File: config.mk
export PLATFORM = sky130hd
export DESIGN_NAME = display_rail_sequencer
export DESIGN_NICKNAME = d
export VERILOG_FILES = /design/src/seq_pkg.sv /design/src/cp_duty_limiter.sv /design/src/display_rail_sequencer.sv
export SDC_FILE = /design/constraint.sdc
export NUM_CORES = 1
export LEC_CHECK = 0
export ABC_AREA = 0
export BUFFER_PORTS_ARGS = -buffer_cell sky130_fd_sc_hd__buf_4
export CAP_MARGIN = 20
export CORE_ASPECT_RATIO = 1.4
export CORE_MARGIN = 2
export CORE_UTILIZATION = 29
export CTS_CLUSTER_SIZE = 40
export DETAILED_ROUTE_END_ITERATION = 8
export GPL_TIMING_DRIVEN = 0
export SLEW_MARGIN = 20
export SYNTH_ARGS = -nofsm -noshare
export SYNTH_HDL_FRONTEND = slang
export SYNTH_HIERARCHICAL = 1
export SYNTH_SLANG_ARGS = --single-unit
export TNS_END_PERCENT = 100
File: constraint.sdc
create_clock -name clk -period 5.5 [get_ports clk]
set_input_delay 0.275 -clock clk [delete_from_list [all_inputs] [get_ports clk]]
set_output_delay 0.275 -clock clk [all_outputs]
set_load 0.03 [all_outputs]
File: src/seq_pkg.sv
// shared constants and types for the display rail sequencer
package seq_pkg;

  // ****************************************************************
  // timing
  // ****************************************************************
  localparam int CLK_MHZ       = 100;   // core clock rate
  localparam int SEQ_GAP_US    = 2000;  // sequencing / discharge gap
  localparam int BST_SS_US     = 470;   // boost ramp at default level
  localparam int VP_SS_LONG_US = 1200;  // positive ramp, long select
  localparam int VN_SS_LONG_US = 1800;  // negative ramp, long select
  localparam int SS_SHORT_US   = 700;   // both ramps, short select
  localparam int ABS_GAP_US    = 33000; // audio band pulse gap limit
  localparam int BST_DEF_STEPS = 103;   // default boost level, 50mV units
  localparam int VP_DEF_STEPS  = 100;   // default positive level
  localparam int VN_DEF_STEPS  = 100;   // default negative magnitude

  // ****************************************************************
  // register map
  // ****************************************************************
  localparam logic [7:0] REG_CTRL   = 8'h04; // control: start together, reboot
  localparam logic [7:0] REG_ENABLE = 8'h05; // enables and options
  localparam logic [7:0] REG_BST_V  = 8'h06; // boost level step code
  localparam logic [7:0] REG_VN_V   = 8'h08; // negative level code
  localparam logic [7:0] REG_VP_V   = 8'h09; // positive level code
  localparam logic [7:0] REG_FREQ   = 8'h0d; // boost control, pfm
  localparam logic [7:0] REG_PFM2   = 8'h0e; // charge pump pfm
  localparam logic [7:0] REG_STATUS = 8'h10; // live rail state
  localparam logic [7:0] CTRL_RST   = 8'h00;
  localparam logic [7:0] ENABLE_RST = 8'h27;
  localparam logic [7:0] FREQ_RST   = 8'hb4;
  localparam logic [7:0] ZERO_RST   = 8'h00;

  // bit positions
  localparam int B_TOGETHER = 4; // ctrl: start both rails together
  localparam int B_REBOOT   = 7; // ctrl: reload all defaults
  localparam int B_EN_BST   = 0; // enable: boost
  localparam int B_EN_VN    = 1; // enable: negative rail
  localparam int B_EN_VP    = 2; // enable: positive rail
  localparam int B_FAST_OFF = 4; // enable: positive off with pin
  localparam int B_HIZ      = 6; // enable: discharge paths removed
  localparam int B_SS_SHORT = 7; // enable: short ramp select
  localparam int B_PFM_DIS  = 3; // freq: boost pfm disable
  localparam int B_VN_PFM_DIS = 0; // pfm2: charge pump pfm disable

  // charge pump switching
  localparam logic [7:0] CP_PERIOD = 8'd100; // cycles per period
  localparam logic [7:0] CP_MIN_ON = 8'd10;  // pfm minimum on time

  // ****************************************************************
  // types
  // ****************************************************************
  localparam int CNT_W = 24;
  typedef logic [CNT_W-1:0] cnt_t;

  // external levels, all asynchronous to clk
  typedef struct packed {
    logic pos_rail_enable_pin;        // pos_rail_enable_pin
    logic neg_rail_enable_pin;        // neg_rail_enable_pin
    logic in_ok;      // input_supply above input_lockout
    logic light_load; // load comparator says light load
    logic bst_pulse;  // boost switching pulse seen
  } pins_t;

  // rail controls toward the analog blocks
  typedef struct packed {
    logic bst_en;     // boost_rail enable
    logic vp_en;      // positive_rail enable
    logic vn_en;      // negative_rail enable
    logic vp_dis;     // positive discharge resistor on
    logic vn_dis;     // negative discharge resistor on
  } rails_t;

  // register port request
  typedef struct packed {
    logic       wr;
    logic       rd;
    logic [7:0] addr;
    logic [7:0] wdata;
  } reg_req_t;

  typedef enum logic [1:0] {
    BST_OFF   = 2'b00,
    BST_RAMP  = 2'b01,
    BST_READY = 2'b10
  } bst_state_t;

endpackage

File: src/cp_duty_limiter.sv
// charge pump gate generator with a half period duty ceiling
`timescale 1ns/10ps
module cp_duty_limiter
  import seq_pkg::*;
(
  // clock and reset
  input  wire logic       clk,
  input  wire logic       resetn,
  // control
  input  wire logic       run,      // negative rail enabled
  input  wire logic       pulse_frequency_operation,      // light load pulse frequency mode
  input  wire logic [7:0] duty_req, // wanted duty, fraction of 256
  // gate
  output logic            gate
);

  localparam logic [7:0] HALF = CP_PERIOD >> 1;

  // ****************************************************************
  // state
  // ****************************************************************
  typedef struct packed {
    logic [7:0] phase;  // position inside the period
    logic [7:0] target; // on cycles for this period
    logic [7:0] on_cnt; // on cycles spent this period
    logic       gate;
  } cp_st_t;

  cp_st_t st_r;
  cp_st_t st_nxt;
  logic [15:0] scaled; // request scaled to the period
  logic [7:0]  tgt;    // clamped target

  // next state: target captured at phase zero, capped at half
  always_comb begin
    st_nxt = st_r;
    scaled = duty_req * {8'h00, CP_PERIOD};
    tgt    = scaled[15:8];
    if (pulse_frequency_operation && tgt < CP_MIN_ON) begin
      tgt = CP_MIN_ON;
    end
    if (tgt > HALF) begin
      tgt = HALF;
    end
    if (st_r.phase == CP_PERIOD - 8'd1) begin
      st_nxt.phase  = 8'h00;
      st_nxt.target = tgt;
      st_nxt.on_cnt = 8'h00;
    end else begin
      st_nxt.phase = st_r.phase + 8'd1;
    end
    st_nxt.gate = run && (st_nxt.phase < st_nxt.target);
    if (st_nxt.gate) begin
      st_nxt.on_cnt = st_nxt.on_cnt + 8'd1;
    end
  end

  // state register
  always_ff @(posedge clk or negedge resetn) begin
    if (!resetn) begin
      st_r <= '0;
    end else begin
      st_r <= st_nxt;
    end
  end

  assign gate = st_r.gate;
endmodule

File: src/display_rail_sequencer.sv
// sequencer for boost, positive and negative display rails
//
// Chosen here: the register addresses and the plain strobed port.
`timescale 1ns/10ps
// Operation
// - boost runs with supply, pin, enable bit
// - positive rail needs pin, boost ready, bit
// - negative rail after later of gap, pin
// - start-together mode skips the gap
// - two soft-start selections by select bit
// - ramp time scales with target level
// - negative off with its pin; both low
// - positive and boost off delay option
// - supply lockout turns every rail off
// - positive discharge for gap after pin
// - positive discharge again on positive pin fall
// - high impedance bit removes discharge paths
// - three enable bits reset to one
// - pulse frequency only when its bit permits
// - audio band suppression on long pulse gaps
// - charge pump duty at most half period
module display_rail_sequencer
  import seq_pkg::*;
#(
  parameter int SEQ_GAP_CYC = SEQ_GAP_US * CLK_MHZ,
  parameter int BST_SS_CYC  = BST_SS_US * CLK_MHZ,
  parameter int VP_SS_CYC   = VP_SS_LONG_US * CLK_MHZ,
  parameter int VN_SS_CYC   = VN_SS_LONG_US * CLK_MHZ,
  parameter int SHORT_CYC   = SS_SHORT_US * CLK_MHZ,
  parameter int ABS_GAP_CYC = ABS_GAP_US * CLK_MHZ
)(
  // clock and reset
  input  wire logic       clk,
  input  wire logic       resetn,
  // register port
  input  wire reg_req_t   req,
  output logic [7:0]      rdata,
  // pins and analog indications
  input  wire pins_t      pins,
  input  wire logic [7:0] cp_duty_req,
  // rail controls
  output rails_t          rails,
  output logic            ss_short_sel,
  output logic            bst_pfm,
  output logic            vn_pfm,
  output logic            abs_peak_reduce,
  output logic            abs_reverse,
  output logic            cp_gate
);

  localparam cnt_t GAP = cnt_t'(SEQ_GAP_CYC);
  localparam cnt_t ABS1 = cnt_t'(ABS_GAP_CYC);
  localparam cnt_t ABS2 = cnt_t'(2 * ABS_GAP_CYC);

  // ****************************************************************
  // state
  // ****************************************************************
  typedef struct packed {
    pins_t      s1;       // first sync stage
    pins_t      s2;       // second sync stage
    pins_t      s3;       // delayed copy for edges
    logic [7:0] ctrl;     // start together option
    logic [7:0] en;       // enable and option bits
    logic [7:0] bst_v;    // boost level code
    logic [7:0] vn_v;     // negative level code
    logic [7:0] vp_v;     // positive level code
    logic [7:0] freq;     // boost pfm option
    logic [7:0] pfm2;     // charge pump pfm option
    logic [7:0] rdata;    // read answer
    bst_state_t bst;      // boost phase
    cnt_t       bst_cnt;  // boost ramp left
    cnt_t       gap_cnt;  // negative start gap left
    cnt_t       hold_cnt; // positive off delay left
    cnt_t       dis_cnt;  // positive discharge window left
    cnt_t       vp_ss;    // positive ramp left
    cnt_t       vn_ss;    // negative ramp left
    cnt_t       abs_cnt;  // time since last boost pulse
    rails_t     rails;    // registered rail controls
    logic       bst_pfm;
    logic       vn_pfm;
    logic       peak_red;
    logic       rev_cyc;
  } st_t;

  localparam st_t ST_RST = '{ctrl: CTRL_RST, en: ENABLE_RST,
                             freq: FREQ_RST, bst: BST_OFF, default: '0};

  st_t  st_r;
  st_t  st_nxt;
  logic pos_rail_enable_pin;       // synced positive pin
  logic neg_rail_enable_pin;       // synced negative pin
  logic in_ok;     // synced supply good
  logic enp_fall;
  logic enn_fall;
  logic pos_want;  // positive rail still wanted
  logic bst_want;  // boost wanted
  logic gap_done;
  logic vp_go;
  logic vn_go;
  logic [7:0] rd_val;

  // ramp length from base time and level step code
  function automatic cnt_t ss_cycles(input cnt_t base,
                                     input logic [7:0] code,
                                     input int steps);
    cnt_t step;
    step = base / cnt_t'(steps);
    return base + step * cnt_t'(code);
  endfunction

  // register read decode
  function automatic logic [7:0] rd_mux(input st_t s,
                                        input logic [7:0] a);
    logic [7:0] v;
    v = 8'h00;
    case (a)
      REG_CTRL:   v = s.ctrl;
      REG_ENABLE: v = s.en;
      REG_BST_V:  v = s.bst_v;
      REG_VN_V:   v = s.vn_v;
      REG_VP_V:   v = s.vp_v;
      REG_FREQ:   v = s.freq;
      REG_PFM2:   v = s.pfm2;
      REG_STATUS: v = {s.rev_cyc, s.peak_red, s.vn_ss == '0,
                       s.vp_ss == '0, s.bst == BST_READY,
                       s.rails.vn_en, s.rails.vp_en, s.rails.bst_en};
      default:    v = 8'h00;
    endcase
    return v;
  endfunction

  // ****************************************************************
  // decode of synced inputs
  // ****************************************************************
  assign pos_rail_enable_pin      = st_r.s2.pos_rail_enable_pin;
  assign neg_rail_enable_pin      = st_r.s2.neg_rail_enable_pin;
  assign in_ok    = st_r.s2.in_ok;
  assign enp_fall = st_r.s3.pos_rail_enable_pin && !pos_rail_enable_pin;
  assign enn_fall = st_r.s3.neg_rail_enable_pin && !neg_rail_enable_pin;
  // the fall edge itself keeps the rail, so no gap opens before hold loads
  assign pos_want = pos_rail_enable_pin || (st_r.hold_cnt != '0)
                    || (enp_fall && !st_r.en[B_FAST_OFF]);
  assign bst_want = in_ok && st_r.en[B_EN_BST]
                    && (neg_rail_enable_pin || pos_want);
  assign gap_done = st_r.gap_cnt == '0;
  assign vp_go    = st_r.bst == BST_READY && bst_want
                    && st_r.en[B_EN_VP] && pos_want;
  assign vn_go    = st_r.bst == BST_READY && bst_want
                    && st_r.en[B_EN_VN] && neg_rail_enable_pin
                    && (st_r.ctrl[B_TOGETHER] || gap_done);
  assign rd_val   = rd_mux(st_r, req.addr);

  // ****************************************************************
  // next state
  // ****************************************************************
  always_comb begin
    st_nxt = st_r;
    // pin synchronisers
    st_nxt.s1 = pins;
    st_nxt.s2 = st_r.s1;
    st_nxt.s3 = st_r.s2;

    // register writes; reboot reloads every default
    if (req.wr) begin
      case (req.addr)
        REG_CTRL:   st_nxt.ctrl  = req.wdata & ~(8'h01 << B_REBOOT);
        REG_ENABLE: st_nxt.en    = req.wdata;
        REG_BST_V:  st_nxt.bst_v = req.wdata;
        REG_VN_V:   st_nxt.vn_v  = req.wdata;
        REG_VP_V:   st_nxt.vp_v  = req.wdata;
        REG_FREQ:   st_nxt.freq  = req.wdata;
        REG_PFM2:   st_nxt.pfm2  = req.wdata;
        default:    st_nxt.ctrl  = st_nxt.ctrl;
      endcase
      if (req.addr == REG_CTRL && req.wdata[B_REBOOT]) begin
        st_nxt.ctrl  = ST_RST.ctrl;
        st_nxt.en    = ST_RST.en;
        st_nxt.bst_v = ST_RST.bst_v;
        st_nxt.vn_v  = ST_RST.vn_v;
        st_nxt.vp_v  = ST_RST.vp_v;
        st_nxt.freq  = ST_RST.freq;
        st_nxt.pfm2  = ST_RST.pfm2;
      end
    end
    // read data stands only in the cycle after the strobe
    st_nxt.rdata = req.rd ? rd_val : 8'h00;

    // positive off delay, restarted on every positive pin fall while the fast off bit is clear
    if (pos_rail_enable_pin) begin
      st_nxt.hold_cnt = '0;
    end else if (enp_fall && !st_r.en[B_FAST_OFF]) begin
      st_nxt.hold_cnt = GAP;
    end else if (st_r.hold_cnt != '0) begin
      st_nxt.hold_cnt = st_r.hold_cnt - cnt_t'(1);
    end

    // boost phase
    case (st_r.bst)
      BST_OFF: begin
        // a fresh start needs a live pin, not just a pending off delay
        if (bst_want && (pos_rail_enable_pin || neg_rail_enable_pin)) begin
          st_nxt.bst     = BST_RAMP;
          st_nxt.bst_cnt = ss_cycles(cnt_t'(BST_SS_CYC), st_r.bst_v,
                                     BST_DEF_STEPS);
        end
      end
      BST_RAMP: begin
        if (!bst_want) begin
          st_nxt.bst = BST_OFF;
        end else if (st_r.bst_cnt == '0) begin
          st_nxt.bst     = BST_READY;
          st_nxt.gap_cnt = GAP;
        end else begin
          st_nxt.bst_cnt = st_r.bst_cnt - cnt_t'(1);
        end
      end
      BST_READY: begin
        if (!bst_want) begin
          st_nxt.bst = BST_OFF;
        end else if (!gap_done) begin
          st_nxt.gap_cnt = st_r.gap_cnt - cnt_t'(1);
        end
      end
      default: st_nxt.bst = BST_OFF;
    endcase

    // output rails and their ramp timers
    st_nxt.rails.bst_en = bst_want && st_r.bst != BST_OFF;
    st_nxt.rails.vp_en  = vp_go;
    st_nxt.rails.vn_en  = vn_go;
    if (vp_go && !st_r.rails.vp_en) begin
      st_nxt.vp_ss = ss_cycles(st_r.en[B_SS_SHORT] ?
                               cnt_t'(SHORT_CYC) : cnt_t'(VP_SS_CYC),
                               st_r.vp_v, VP_DEF_STEPS);
    end else if (st_r.vp_ss != '0) begin
      st_nxt.vp_ss = st_r.vp_ss - cnt_t'(1);
    end
    if (vn_go && !st_r.rails.vn_en) begin
      st_nxt.vn_ss = ss_cycles(st_r.en[B_SS_SHORT] ?
                               cnt_t'(SHORT_CYC) : cnt_t'(VN_SS_CYC),
                               st_r.vn_v, VN_DEF_STEPS);
    end else if (st_r.vn_ss != '0) begin
      st_nxt.vn_ss = st_r.vn_ss - cnt_t'(1);
    end

    // positive discharge window after negative pin fall
    if (enn_fall) begin
      st_nxt.dis_cnt = GAP;
    end else if (st_r.dis_cnt != '0) begin
      st_nxt.dis_cnt = st_r.dis_cnt - cnt_t'(1);
    end
    // the fall edge engages the path at once, the window then holds it
    st_nxt.rails.vp_dis = !st_r.en[B_HIZ]
                          && (enn_fall || st_r.dis_cnt != '0
                              || !pos_rail_enable_pin);
    st_nxt.rails.vn_dis = !st_r.en[B_HIZ] && !vn_go;

    // light load modes only where permitted
    st_nxt.bst_pfm = !st_r.freq[B_PFM_DIS] && st_r.s2.light_load
                     && st_r.bst == BST_READY;
    st_nxt.vn_pfm  = !st_r.pfm2[B_VN_PFM_DIS] && st_r.s2.light_load
                     && st_r.rails.vn_en;

    // audio band suppression: time the gap between boost pulses
    if (!st_r.bst_pfm || (st_r.s2.bst_pulse && !st_r.s3.bst_pulse)) begin
      st_nxt.abs_cnt = '0;
    end else if (st_r.abs_cnt < ABS2) begin
      st_nxt.abs_cnt = st_r.abs_cnt + cnt_t'(1);
    end
    st_nxt.peak_red = st_r.bst_pfm && st_r.abs_cnt >= ABS1;
    st_nxt.rev_cyc  = st_r.bst_pfm && st_r.abs_cnt >= ABS2;
  end

  // state register
  always_ff @(posedge clk or negedge resetn) begin
    if (!resetn) begin
      st_r <= ST_RST;
    end else begin
      st_r <= st_nxt;
    end
  end

  // ****************************************************************
  // outputs
  // ****************************************************************
  assign rdata           = st_r.rdata;
  assign rails           = st_r.rails;
  assign ss_short_sel    = st_r.en[B_SS_SHORT];
  assign bst_pfm         = st_r.bst_pfm;
  assign vn_pfm          = st_r.vn_pfm;
  assign abs_peak_reduce = st_r.peak_red;
  assign abs_reverse     = st_r.rev_cyc;

  cp_duty_limiter u_cp (
    .clk      (clk),
    .resetn   (resetn),
    .run      (st_r.rails.vn_en),
    .pulse_frequency_operation      (st_r.vn_pfm),
    .duty_req (cp_duty_req),
    .gate     (cp_gate)
  );
endmodule

==> flow_summary.toml <==
[run_status]
status = "finished, final reports clean"

[global_routing]
grt_max_degree = 98
grt_antenna_before_repair = 1
overflow = 0
grt_pass1_vias = 15800
grt_pass1_wl_mm = 78.8
grt_usage = 0.137

[yosys]
synth_edf_count = 0
yosys_warnings = 6
synth-async-reset-ratio = 1.00
synth_xor_area_frac = 0.0756
yosysSeqAreaShare = 0.346
synth_top_family_by_area = "adder cells"
synth_area_um2 = 19700
syn_area_per_cell_um2 = 9.29
ys_types = 86
synth_compound_area_frac = 0.135
synthAdderAreaFrac = 0.192
synth_flop_cell = "dfrtp_1"
synth_mux_area_frac = 0.00521
ys_ff_latch = 272
synthSimpleGateAreaFrac = 0.183
netlist_instances = 2119

[layout]
antenna_cells = 0
final_nets = 2504
drive_gt1_frac = 0.0816
finalNonFillerCells = 3105
fillers = 7009
areaGrowthSynthToFinish_pct = 14.3
layout_common_cells = "dfrtp_1, inv_1, nor2_1"
final-seq-area_um2 = 6820
multiInputGateArea_um2 = 11700
layout_commonest_cell = "dfrtp_1"

[place]
port-buffer-count = 48
pre_cts_slack_ps = -775
hpwl_mm = 35.5
placedCellCount = 3035
gp_congestion = 0.820

[timing]
max-slew-margin-rel = 0.227
tightest_slew_ps = 1150
grt_setup_unrepaired = "no"
period_share = 0.924
timing_max_transition_violations_final = 0
fmax_ghz = 0.197
setup_violations = 0
final_hold_viol_count = 0
post-route-min-period_ps = 5080
skew_ps = 20.5
fin_ws_ps = 418

[floorplan]
die_h_um = 312
initial_utilization = 0.291
io_pins = 52
rows = 113
core-area_um2 = 67600
die_area_um2 = 70000
die_w_um = 224

[setup_path]
r2r-start = "ss_short_sel$_DFFE_PN0P_"
cp_max_fo = 18
r2r_slack_ps = 420
startpoint_type = "register"
cp-end-kind = "register"
cp.arrival_ps = 5500
cp.required_ps = 5920
timing.rr.end = "st_r[77]$_DFFE_PN0P_"
crit_end = "st_r[77]$_DFFE_PN0P_"
cp-startpoint = "ss_short_sel$_DFFE_PN0P_"
cp_slowest_cell = "dfrtp_4"
crit_type = "reg -> reg"
path_common_cell = "fa_1"
ff2ff_path_depth = 17
worstPathCellList = "inv_1 > clkbuf_4 > nor2_1 > ha_1 > fa_1 > inv_1 > fa_1 > fa_1 > inv_1 > fa_1 > a21o_1 > a21oi_1 > o21ai_0 > a31oi_1 > a21oi_1 > a211oi_1 > nor3_1"
critical-path-max-stage-delay_ps = 570

[pwr]
pwr_density_cell_nw_per_um2 = 311
vdd_ir_drop_max_v = 0.000182
power_leakage_nw = 10.2

[clocking]
clk-insertion-delay-late_ps = 550
path_clk_slew_ps = 60
clock_path_buffers = 3
cts_tree = "done"
cts-root-buf = "clkbuf_16"
cts.sink_count = 272
htree_levels = 2
cts_made_buffers = 34

[route]
drcViolationCount = 0
ant_nets = 0
drtIter0Drc = 785
wirelength_mm = 46.9
post_drt_via_cell_ratio = 4.92
drt_pass1_iterations = 5
num_vias = 15300
wl_per_cell_um = 15.1

[flow_run]
cap_violations = 0

[hold_path]
hold_path_class = "in -> reg"
==> registers in the layout, summed over array words and instances (netlist names) <==
signal,cells
abs_reverse,1
pos_rail_enable_pin,1
st_r,227
neg_rail_enable_pin,1
st_nxt,7
rails,5
vn_pfm,1
ss_short_sel,1
abs_peak_reduce,1
bst_pfm,1
rdata,8
in_ok,1
u_cp/gate,1
u_cp/st_r,16
==> worst min-delay path by stage <==
stage                                endpoint  cells past startpoint                  start  slack [ps]
floorplan           abs_peak_reduce$_DFF_PN0_                      0                 resetn         -20
global placement              in_ok$_DFF_PN0_                      0  st_nxt[250]$_DFF_PN0_         330
detailed placement       st_r[18]$_DFFE_PN0P_                      2                 resetn         320
CTS                     st_r[241]$_DFFE_PN0P_                      3                 req[7]          40
global route            st_r[241]$_DFFE_PN0P_                      3                 req[7]          50
finish                  st_r[241]$_DFFE_PN0P_                      3                 req[7]          50
==> report_power, final <==
group / total, mW / internal (mW) / switching (mW)
combinational: 2.37 / 1.02 / 1.35
clock: 2.31 / 1.42 / 0.889
sequential: 2.32 / 2.14 / 0.171
==> per-layer routing <==
metal / vias up / part of all wire / track usage
met3: 78 / 0.038 / 0.0216
met2: 249 / 0.51 / 0.248
li1: 7525 / - / -
met4: 2 / 0.031 / 0.0525
met1: 7437 / 0.42 / 0.163
met5: - / 0.00017 / 0
==> Yosys cell counts (13+ instances only) <==
cell | count | share of area
nor4_1 | 30 | 0.0095
nand4_1 | 16 | 0.0051
a22oi_1 | 13 | 0.0050
fa_1 | 85 | 0.086
buf_4 | 14 | 0.0053
a22o_1 | 29 | 0.013
a31oi_1 | 16 | 0.0051
or4_1 | 19 | 0.0072
clkbuf_1 | 50 | 0.0095
inv_1 | 222 | 0.042
a21oi_1 | 97 | 0.025
nor2_1 | 186 | 0.035
xor2_1 | 67 | 0.030
nor2b_1 | 21 | 0.0067
o31ai_1 | 18 | 0.0069
nand2b_1 | 30 | 0.0095
ha_1 | 167 | 0.11
and2_1 | 13 | 0.0041
nand2_1 | 146 | 0.028
dfrtp_1 | 264 | 0.34
nand3_1 | 57 | 0.014
o21ai_0 | 99 | 0.025
xnor2_1 | 103 | 0.046
or3_1 | 40 | 0.013
a211oi_1 | 17 | 0.0065
nor3_1 | 77 | 0.020
a21o_1 | 18 | 0.0069
==> critical path: cells and delay by family, from the launching register on <==
kind                       cells  cell delay, ps
adders and majority gates      5            2250
AOI/OAI and AO/OA              6            1320
DFF                            1             570
buffers and inverters          4             560
and+or+nand+nor                2             270
==> what timing repair did <==
action / in CTS / in global routing
setup buffers: 0 / 5
gates resized for setup: 7 / 1
hold buffers: 6 / 0
hold endpoints to repair: 90 / 0
endpoints found under the setup margin: 16 / 12
==> layout make-up <==
cell class / count / share of cell area
well taps: 862 / 0.0479
flip-flops and latches: 272 / 0.303
multi-input cells: 1546 / 0.519
clock inverters: 6 / 0.00550
clock buffers: 54 / 0.0456
plain buffers: 80 / 0.0175
inverters: 223 / 0.0372
repair buffers: 62 / 0.0243
==> stage by stage <==
stage | instance area (um^2) | hold slack [ps] | power, mW | setup TNS, ps | utilization
2_1_floorplan | 19700 | -20.6 | 4.14 | 0 | -
3_3_place_gp | 21100 | 331 | 4.67 | -5500 | 0.313
3_5_place_dp | 21200 | 322 | 4.70 | -5360 | 0.314
4_1_cts | 22500 | 36.3 | 7.08 | 0 | 0.332
5_1_grt | 22500 | 46.8 | 7.50 | 0 | 0.333
6_report | 22500 | 50.2 | 7.00 | 0 | 0.333
==> cell families after synthesis <==
kind of cell | Yosys count
fa+ha+maj | 252
compound gates | 404
other cells | 2
flops | 272
buf+inv | 304
simple gates | 705
mux | 10
xor+xnor | 170
Power figures use the tool's default switching activity.
